**config.mk**
```make
export PLATFORM = sky130hd
export DESIGN_NAME = rxc_regs
export DESIGN_NICKNAME = d
export VERILOG_FILES = /design/src/core/rxc_sync2.v /design/src/core/rxc_regs.v
export VERILOG_INCLUDE_DIRS = /design/src /design/src/include
export SDC_FILE = /design/constraint.sdc
export NUM_CORES = 1
export LEC_CHECK = 0
export ABC_CLOCK_PERIOD_IN_PS = 3600
export BUFFER_PORTS_ARGS = -buffer_cell sky130_fd_sc_hd__buf_2
export CAP_MARGIN = 20
export CORE_MARGIN = 10
export CORE_UTILIZATION = 35
export DETAILED_ROUTE_END_ITERATION = 12
export GPL_TIMING_DRIVEN = 0
export SLEW_MARGIN = 20
export SYNTH_ARGS = -nofsm -noshare
export SYNTH_HDL_FRONTEND = slang
export SYNTH_SLANG_ARGS = --single-unit
```
**constraint.sdc**
```tcl
create_clock -name clk_in -period 3.6 [get_ports clk_in]
set_input_delay 0 -clock clk_in [delete_from_list [all_inputs] [get_ports clk_in]]
set_output_delay 0 -clock clk_in [all_outputs]
set_load 0.05 [all_outputs]
```
**src/include/rxc_consts.vh**
```
// constants for the receive converter calibration register bank
`ifndef RXC_CONSTS_VH
`define RXC_CONSTS_VH

// register indices (printed offsets are not all multiples of four,
// so each printed offset is an index and the byte address is index * 4)
`define RXC_IDX_FSADJ      8'h7D
`define RXC_IDX_TRIMCTRL   8'h7E
`define RXC_IDX_IHIGH      8'h7F
`define RXC_IDX_ILOW       8'h80
`define RXC_IDX_QHIGH      8'h81
`define RXC_IDX_QLOW       8'h82
`define RXC_IDX_LOCK       8'h84
`define RXC_IDX_PWRCTRL    8'h90
`define RXC_IDX_IRQSTAT    8'h91
`define RXC_IDX_IRQMASK    8'h92
`define RXC_IDX_TRIGGER    8'hFF

// field positions
`define RXC_BIT_BUF_OFF    0
`define RXC_BIT_FINE       5
`define RXC_BIT_CAL_EN     6
`define RXC_BIT_CONV_EN    0
`define RXC_BIT_RX_LOCK    0
`define RXC_BIT_TX_LOCK    1
`define RXC_BIT_UPDATE     0
`define RXC_BIT_PD_Q       0
`define RXC_BIT_SINGLE     1

// interrupt status bits
`define RXC_IRQ_XFER       0
`define RXC_IRQ_RX_LOST    1
`define RXC_IRQ_TX_LOST    2
`define RXC_IRQ_W          3

// reset values
`define RXC_RST_BYTE       8'h00
`define RXC_RST_TRIM       10'h000

// axi responses
`define RXC_RESP_OKAY      2'b00
`define RXC_RESP_SLVERR    2'b10

`endif

```
**src/core/rxc_sync2.v**
```verilog
// two flip-flop synchroniser for asynchronous level inputs
`timescale 1ns/1ps
`default_nettype none

module rxc_sync2 #(
    parameter W = 2
) (
    input  wire         clk_in,
    input  wire         sys_rst_in,
    input  wire [W-1:0] async_in,
    output reg  [W-1:0] sync_out
);

    reg [W-1:0] meta_r;

    // first stage feeds only the second
    always @(posedge clk_in or posedge sys_rst_in)
    begin
        if (sys_rst_in)
        begin
            meta_r   <= {W{1'b0}};
            sync_out <= {W{1'b0}};
        end
        else
        begin
            meta_r   <= async_in;
            sync_out <= meta_r;
        end
    end

endmodule // rxc_sync2

`default_nettype wire

```
**src/core/rxc_regs.v**
```verilog
// receive converter calibration register bank with axi4-lite slave
//
// The AXI4-Lite interface to the registers was left to the implementer.
`timescale 1ns/1ps
`default_nettype none
`include "rxc_consts.vh"

module rxc_regs (
    input  wire        clk_in,
    input  wire        sys_rst_in,
    // axi4-lite write address
    input  wire [11:0] s_axi_awaddr_in,
    input  wire        s_axi_awvalid_in,
    output reg         s_axi_awready_out,
    // axi4-lite write data
    input  wire [31:0] s_axi_wdata_in,
    input  wire [3:0]  s_axi_wstrb_in,
    input  wire        s_axi_wvalid_in,
    output reg         s_axi_wready_out,
    // axi4-lite write response
    output reg  [1:0]  s_axi_bresp_out,
    output reg         s_axi_bvalid_out,
    input  wire        s_axi_bready_in,
    // axi4-lite read address
    input  wire [11:0] s_axi_araddr_in,
    input  wire        s_axi_arvalid_in,
    output reg         s_axi_arready_out,
    // axi4-lite read data
    output reg  [31:0] s_axi_rdata_out,
    output reg  [1:0]  s_axi_rresp_out,
    output reg         s_axi_rvalid_out,
    input  wire        s_axi_rready_in,
    // loop lock pins, asynchronous
    input  wire        tx_loop_lock_in,
    input  wire        rx_loop_lock_in,
    // local (active) converter settings, then the interrupt output
    output reg  [9:0]  i_channel_gain_trim_out,
    output reg  [9:0]  q_channel_gain_trim_out,
    output reg         fine_trim_option_out,
    output reg         i_calibration_converter_enable_out,
    output reg         q_calibration_converter_enable_out,
    output reg         input_bias_buffer_off_out,
    output reg  [4:0]  full_scale_adjust_out,
    output reg         q_converter_power_down_out,
    output reg         single_converter_mode_out,
    output reg         irq_out
);

    // ****************************************************************
    // decode
    // ****************************************************************

    // byte address to register index; misaligned or high index gives ff+1
    function [8:0] idx_of;
        input [11:0] addr;
        begin
            if (addr[1:0] != 2'b00 || addr[11:10] != 2'b00)
                idx_of = 9'h100;
            else
                idx_of = {1'b0, addr[9:2]};
        end
    endfunction

    function mapped;
        input [8:0] idx;
        begin
            case (idx)
                {1'b0, `RXC_IDX_FSADJ},   {1'b0, `RXC_IDX_TRIMCTRL},
                {1'b0, `RXC_IDX_IHIGH},   {1'b0, `RXC_IDX_ILOW},
                {1'b0, `RXC_IDX_QHIGH},   {1'b0, `RXC_IDX_QLOW},
                {1'b0, `RXC_IDX_LOCK},    {1'b0, `RXC_IDX_PWRCTRL},
                {1'b0, `RXC_IDX_IRQSTAT}, {1'b0, `RXC_IDX_IRQMASK},
                {1'b0, `RXC_IDX_TRIGGER}:
                    mapped = 1'b1;
                default:
                    mapped = 1'b0;
            endcase
        end
    endfunction

    // ****************************************************************
    // global register set
    // ****************************************************************

    reg  [7:0] fsadj_r;
    reg  [7:0] trimctrl_r;
    reg  [7:0] ihigh_r;
    reg  [7:0] ilow_r;
    reg  [7:0] qhigh_r;
    reg  [7:0] qlow_r;
    reg  [7:0] pwrctrl_r;
    reg  [7:0] trig_r;
    reg        trig_prev_r;
    reg  [`RXC_IRQ_W-1:0] irq_stat_r;
    reg  [`RXC_IRQ_W-1:0] irq_mask_r;
    reg  [`RXC_IRQ_W-1:0] irq_stat_nxt;
    reg  [1:0] lock_prev_r;

    wire [1:0] lock_sync;
    wire       xfer_pulse;
    wire [9:0] i_trim_glb;
    wire [9:0] q_trim_glb;
    wire       cal_en_glb;

    // loop lock pins come from another domain
    rxc_sync2 #(
        .W (2)
    ) u_lock_sync (
        .clk_in     (clk_in),
        .sys_rst_in (sys_rst_in),
        .async_in   ({tx_loop_lock_in, rx_loop_lock_in}),
        .sync_out   (lock_sync)
    );

    // ****************************************************************
    // write channel
    // ****************************************************************

    reg        aw_held_r;
    reg        w_held_r;
    reg [11:0] awaddr_r;
    reg [31:0] wdata_r;
    reg [3:0]  wstrb_r;

    wire       aw_take  = s_axi_awvalid_in & s_axi_awready_out;
    wire       w_take   = s_axi_wvalid_in & s_axi_wready_out;
    wire       do_write = aw_held_r & w_held_r & ~s_axi_bvalid_out;
    wire [8:0] widx     = idx_of(awaddr_r);
    wire       wlane0   = do_write & wstrb_r[0];

    // address and data taken in either order, one write in flight
    always @(posedge clk_in or posedge sys_rst_in)
    begin
        if (sys_rst_in)
        begin
            aw_held_r         <= 1'b0;
            w_held_r          <= 1'b0;
            awaddr_r          <= 12'h000;
            wdata_r           <= 32'h0000_0000;
            wstrb_r           <= 4'h0;
            s_axi_awready_out <= 1'b0;
            s_axi_wready_out  <= 1'b0;
            s_axi_bvalid_out  <= 1'b0;
            s_axi_bresp_out   <= `RXC_RESP_OKAY;
        end
        else
        begin
            s_axi_awready_out <= ~aw_held_r & ~aw_take & ~s_axi_bvalid_out;
            s_axi_wready_out  <= ~w_held_r & ~w_take & ~s_axi_bvalid_out;
            if (aw_take)
            begin
                aw_held_r <= 1'b1;
                awaddr_r  <= s_axi_awaddr_in;
            end
            if (w_take)
            begin
                w_held_r <= 1'b1;
                wdata_r  <= s_axi_wdata_in;
                wstrb_r  <= s_axi_wstrb_in;
            end
            if (do_write)
            begin
                aw_held_r        <= 1'b0;
                w_held_r         <= 1'b0;
                s_axi_bvalid_out <= 1'b1;
                s_axi_bresp_out  <= mapped(widx) ? `RXC_RESP_OKAY
                                                 : `RXC_RESP_SLVERR;
            end
            else if (s_axi_bvalid_out & s_axi_bready_in)
                s_axi_bvalid_out <= 1'b0;
        end
    end

    // register storage; only byte lane 0 carries data
    always @(posedge clk_in or posedge sys_rst_in)
    begin
        if (sys_rst_in)
        begin
            fsadj_r    <= `RXC_RST_BYTE;
            trimctrl_r <= `RXC_RST_BYTE;
            ihigh_r    <= `RXC_RST_BYTE;
            ilow_r     <= `RXC_RST_BYTE;
            qhigh_r    <= `RXC_RST_BYTE;
            qlow_r     <= `RXC_RST_BYTE;
            pwrctrl_r  <= `RXC_RST_BYTE;
            trig_r     <= `RXC_RST_BYTE;
            irq_mask_r <= {`RXC_IRQ_W{1'b0}};
        end
        else if (wlane0)
        begin
            case (widx)
                {1'b0, `RXC_IDX_FSADJ}:    fsadj_r    <= {3'b000, wdata_r[4:0]};
                {1'b0, `RXC_IDX_TRIMCTRL}: trimctrl_r <= wdata_r[7:0];
                {1'b0, `RXC_IDX_IHIGH}:    ihigh_r    <= wdata_r[7:0];
                {1'b0, `RXC_IDX_ILOW}:     ilow_r     <= {5'h00, wdata_r[2:0]};
                {1'b0, `RXC_IDX_QHIGH}:    qhigh_r    <= wdata_r[7:0];
                {1'b0, `RXC_IDX_QLOW}:     qlow_r     <= {5'h00, wdata_r[2:0]};
                {1'b0, `RXC_IDX_PWRCTRL}:  pwrctrl_r  <= {6'h00, wdata_r[1:0]};
                {1'b0, `RXC_IDX_IRQMASK}:  irq_mask_r <= wdata_r[`RXC_IRQ_W-1:0];
                {1'b0, `RXC_IDX_TRIGGER}:  trig_r     <= {7'h00, wdata_r[0]};
                default:                   trig_r     <= trig_r;
            endcase
        end
    end

    // ****************************************************************
    // transfer trigger and local register set
    // ****************************************************************

    // holding the bit at one gives no second transfer
    assign xfer_pulse = trig_r[`RXC_BIT_UPDATE] & ~trig_prev_r;

    assign i_trim_glb = {ihigh_r, ilow_r[2:1]};
    assign q_trim_glb = {qhigh_r, qlow_r[2:1]};
    assign cal_en_glb = trimctrl_r[`RXC_BIT_CAL_EN];

    always @(posedge clk_in or posedge sys_rst_in)
    begin
        if (sys_rst_in)
        begin
            trig_prev_r                        <= 1'b0;
            i_channel_gain_trim_out            <= `RXC_RST_TRIM;
            q_channel_gain_trim_out            <= `RXC_RST_TRIM;
            fine_trim_option_out               <= 1'b0;
            i_calibration_converter_enable_out <= 1'b0;
            q_calibration_converter_enable_out <= 1'b0;
            input_bias_buffer_off_out          <= 1'b0;
            full_scale_adjust_out              <= 5'h00;
            q_converter_power_down_out         <= 1'b0;
            single_converter_mode_out          <= 1'b0;
        end
        else
        begin
            trig_prev_r <= trig_r[`RXC_BIT_UPDATE];
            if (xfer_pulse)
            begin
                // trim forced to zero while calibration is disabled
                i_channel_gain_trim_out <= cal_en_glb ? i_trim_glb
                                                      : `RXC_RST_TRIM;
                q_channel_gain_trim_out <= cal_en_glb ? q_trim_glb
                                                      : `RXC_RST_TRIM;
                // downstream halves the step weight when set
                fine_trim_option_out <= trimctrl_r[`RXC_BIT_FINE];
                i_calibration_converter_enable_out
                    <= ilow_r[`RXC_BIT_CONV_EN];
                q_calibration_converter_enable_out
                    <= qlow_r[`RXC_BIT_CONV_EN];
                input_bias_buffer_off_out
                    <= trimctrl_r[`RXC_BIT_BUF_OFF];
                full_scale_adjust_out <= fsadj_r[4:0];
                q_converter_power_down_out
                    <= pwrctrl_r[`RXC_BIT_PD_Q];
                single_converter_mode_out
                    <= pwrctrl_r[`RXC_BIT_SINGLE];
            end
        end
    end

    // ****************************************************************
    // interrupts
    // ****************************************************************

    // set wins over a write-one clear in the same cycle
    always @*
    begin
        irq_stat_nxt = irq_stat_r;
        if (wlane0 && widx == {1'b0, `RXC_IDX_IRQSTAT})
            irq_stat_nxt = irq_stat_nxt & ~wdata_r[`RXC_IRQ_W-1:0];
        if (xfer_pulse)
            irq_stat_nxt[`RXC_IRQ_XFER] = 1'b1;
        if (lock_prev_r[`RXC_BIT_RX_LOCK] & ~lock_sync[`RXC_BIT_RX_LOCK])
            irq_stat_nxt[`RXC_IRQ_RX_LOST] = 1'b1;
        if (lock_prev_r[`RXC_BIT_TX_LOCK] & ~lock_sync[`RXC_BIT_TX_LOCK])
            irq_stat_nxt[`RXC_IRQ_TX_LOST] = 1'b1;
    end

    always @(posedge clk_in or posedge sys_rst_in)
    begin
        if (sys_rst_in)
        begin
            irq_stat_r  <= {`RXC_IRQ_W{1'b0}};
            lock_prev_r <= 2'b00;
            irq_out     <= 1'b0;
        end
        else
        begin
            irq_stat_r  <= irq_stat_nxt;
            lock_prev_r <= lock_sync;
            irq_out     <= |(irq_stat_nxt & irq_mask_r);
        end
    end

    // ****************************************************************
    // read channel
    // ****************************************************************

    reg  [7:0] rd_byte;
    wire [8:0] ridx   = idx_of(s_axi_araddr_in);
    wire       ar_take = s_axi_arvalid_in & s_axi_arready_out;

    always @*
    begin
        rd_byte = 8'h00;
        case (ridx)
            {1'b0, `RXC_IDX_FSADJ}:    rd_byte = fsadj_r;
            {1'b0, `RXC_IDX_TRIMCTRL}: rd_byte = trimctrl_r;
            {1'b0, `RXC_IDX_IHIGH}:    rd_byte = ihigh_r;
            {1'b0, `RXC_IDX_ILOW}:     rd_byte = ilow_r;
            {1'b0, `RXC_IDX_QHIGH}:    rd_byte = qhigh_r;
            {1'b0, `RXC_IDX_QLOW}:     rd_byte = qlow_r;
            {1'b0, `RXC_IDX_LOCK}:     rd_byte = {6'h00, lock_sync};
            {1'b0, `RXC_IDX_PWRCTRL}:  rd_byte = pwrctrl_r;
            {1'b0, `RXC_IDX_IRQSTAT}:  rd_byte = {5'h00, irq_stat_r};
            {1'b0, `RXC_IDX_IRQMASK}:  rd_byte = {5'h00, irq_mask_r};
            {1'b0, `RXC_IDX_TRIGGER}:  rd_byte = trig_r;
            default:                   rd_byte = 8'h00;
        endcase
    end

    always @(posedge clk_in or posedge sys_rst_in)
    begin
        if (sys_rst_in)
        begin
            s_axi_arready_out <= 1'b0;
            s_axi_rvalid_out  <= 1'b0;
            s_axi_rdata_out   <= 32'h0000_0000;
            s_axi_rresp_out   <= `RXC_RESP_OKAY;
        end
        else
        begin
            s_axi_arready_out <= ~ar_take & ~s_axi_rvalid_out;
            if (ar_take)
            begin
                s_axi_rvalid_out <= 1'b1;
                s_axi_rdata_out  <= {24'h00_0000, rd_byte};
                s_axi_rresp_out  <= mapped(ridx) ? `RXC_RESP_OKAY
                                                 : `RXC_RESP_SLVERR;
            end
            else if (s_axi_rvalid_out & s_axi_rready_in)
                s_axi_rvalid_out <= 1'b0;
        end
    end

endmodule // rxc_regs

`default_nettype wire

```
==> out/metrics.csv <==
metric,value,unit
"Hold Vio Cnt, Final",0,
vias in the first global route,4032,
clock root buffer,clkbuf_16,
Worst Hold Class,input pin to register,
Worst setup EP type,register,
routed wire length,13550,um
Net Sw Frac,31.15,%
final period utilization,72.11,%
"count leader, synth",dfrtp_1,
Final ANT Viol Nets,0,
Tightest Pin Transition,0.6408,ns
hold slack,0.07495,ns
syn avg cell area,11.90,um2
clock buffer depth,2,
DRC Markers,0,
crit path max-delay cell type,or4_1,
WP data required,3.90,ns
fmax,385.2,MHz
via count,3869,
Setup Buffers After CTS,0,
Final Cell Area,0.006984,mm2
Synth warnings,0,
maximum VDD drop,0.0005362,V
Int Power,2.835,mW
CTS Sinks,121,
largest net degree at the start of global routing,65,
wire length per cell,16.69,um
critical path class,register to register,
list of most frequent post-synthesis cells,"dfrtp_1 (121), mux2_2 (75), nand2_1 (61)",
ys flop type,dfrtp_1,
first-pass GRT wire length,21580,um
Critical Path AT,2.89,ns
"FF+latch count, synth",121,
Worst slew margin,57.28,%
largest cells by area after synthesis,"dfrtp_1 (57%), mux2_2 (16%), nand2_1 (4.3%)",
"slowest stage delay, CP",0.52,ns
Die ar.,0.02065,mm2
worst path cell trace,"or4_1, buf_2, nor4_4, nand3b_2, nor3b_4, mux2_2",
first-pass iteration count of the detailed router,4,
CP Max Fanout,8,
post-synth cell types,49,
DR iter-0 viols,182,
# H-tree levels,4,
Die W,143.7,um
Leakage Power,3.423,nW
Mapped Area,0.005356,mm2
family with the most delay on the worst path,simple AND/OR/NAND/NOR gates,
Synth async-reset ratio,100.0,%
"Seq/Total Area, Yosys",56.53,%
area delta synth->final,30.39,%
Syn Inst Count,450,
CTS tree,done,
GRT Util Overall,13.47,%
initial core utilization,35.50,%
RSZ-0062 raised after global routing,no,
largest area contributor in the netlist,dfrtp_1,
Max-Cap Viols,0,
worst skew pair latency,0.41,ns
Die H,143.7,um
placed inst area,0.006153,mm2
PD cells,589.5,mW/mm2
share of post-route cells with drive strength above 1,36.54,%
Final setup viols,0,
Critical path buffers and inverters,1,
net load switching power,1.283,mW
antenna violations before repair,0,
clock share of power,36.8,%
Synth top area share,56.53,%
Setup crit start kind,register,
Detail Placement HPWL,10130,um
combinational share of power,21.6,%
Ports,142,
register clock-pin slew on the reported worst setup and hold paths,0.05,ns
register share of total power,41.6,%
gp weighted congestion,0.8510,
Resized cells post-CTS,0,
Final nets,681,
Layout Skew,0.005261,ns
status,completed,
gr ovfl total,0,
TNS Setup,0,ns
"EDFF count, synth",0,
core box area,0.01509,mm2
vias per cell,4.765,
final slew viol count,0,
site row count,45,
Final min period,2.596,ns
clock buffer count from CTS,17,
Port Buf Inserts,87,
total power,4.118,mW
n_diodes,0,
[timing repair]
action,in CTS,in global routing
endpoints found under the hold margin,87,0
setup endpoints to repair,0,0
hold buffers,30,0
[state kept, by name, summed over array words and instances, names as in the netlist, 5 cells and up]
name and count:
awaddr_r 12, i_channel_gain_trim_out 10, q_channel_gain_trim_out 10, ihigh_r 8, qhigh_r 8, s_axi_rdata_out 8
trimctrl_r 8, wdata_r 8, fsadj_r 5, full_scale_adjust_out 5
[worst paths after layout]
check	cells after the start	endpoint	start	slack, ns
worst max-delay path	6	trimctrl_r[3]	awaddr_r[11]	1.00
worst min-delay path	4	s_axi_rdata_out[1]	s_axi_araddr_in[9]	0.07
worst max register to register	6	trimctrl_r[3]	awaddr_r[11]	1.00
worst min register to register	0	u_lock_sync.sync_out[1]	u_lock_sync.meta_r[1]	0.35
max in group asynchronous	4	q_channel_gain_trim_out[5]	sys_rst_in	2.72
min in group asynchronous	3	awaddr_r[0]	sys_rst_in	0.18
[cells by family (layout without fill, tap and decap cells)]
kind of cell / after synthesis / in the layout / share of synthesized area (%)
AOI/OAI and AO/OA: 68 / 68 / 7.942
adders and majority gates: 2 / 2 / 0.3738
buffers and inverters: 58 / 207 / 5.910
DFF: 121 / 121 / 56.53
muxes: 85 / 85 / 17.64
other: 1 / 26 / 0.07001
and+or+nand+nor: 115 / 115 / 11.54
[power groups by stage]
| stage | Sequential (mW) | Clock (mW) | Combinational (mW) |
|---|---|---|---|
| 2_1_floorplan | 1.84 | 0 | 0.510 |
| 3_3_place_gp | 1.72 | 0 | 0.847 |
| 3_5_place_dp | 1.73 | 0 | 0.868 |
| 4_1_cts | 1.71 | 1.53 | 0.897 |
| 5_1_grt | 1.74 | 1.61 | 0.969 |
| 6_report | 1.71 | 1.52 | 0.891 |
[layout make-up]
class                   count  area, um2
fillers                  1402       8105
plain buffers              49      282.8
repair buffers            118      763.2
flip-flops and latches    121       3028
well taps                 188      235.2
clock buffers              29      520.5
clock inverters             2      10.01
inverters                   9      38.79
multi-input cells         296       2106
[worst min-delay path: cells and delay by family]
kind            cells  cell delay, ns
simple gates        1            0.09
compound gates      2            0.22
buf+inv             1            0.13
[per-stage QoR]
step / instances / setup WS (ns) / util [%]
after global routing: 812 / 0.8764 / 46.29
after CTS: 812 / 0.9831 / 46.29
final: 812 / 1.004 / 46.29
after floorplan: 475 / 0.3858 / -
after global placement: 750 / -0.8629 / 40.56
after detailed placement: 751 / 1.001 / 40.78
[cells in the final DEF (no fill, tap or decap), drive strengths merged, types with 3 or more instances in the layout]
cell type,n
o21ai,36
a21oi,8
a221o,4
nor2,13
nand2,61
buf,119
nand3,5
dlygate4sd3,30
mux2i,10
nand4,4
a22oi,3
dfrtp,121
a2bb2oi,3
nor2b,4
inv,9
nand3b,3
a221oi,4
conb,26
nor4,6
mux2,75
clkbuf,47
[per-layer routing]
layer / vias up / global-route usage, % / wire (um)
met4: 0 / 5.105 / 173
met1: 1867 / 16.51 / 5848
li1: 1852 / - / -
met3: 18 / 4.851 / 1158
met2: 132 / 21.24 / 6369
met5: - / 0 / 0
Note: power is estimated with default switching activity, not from simulation.
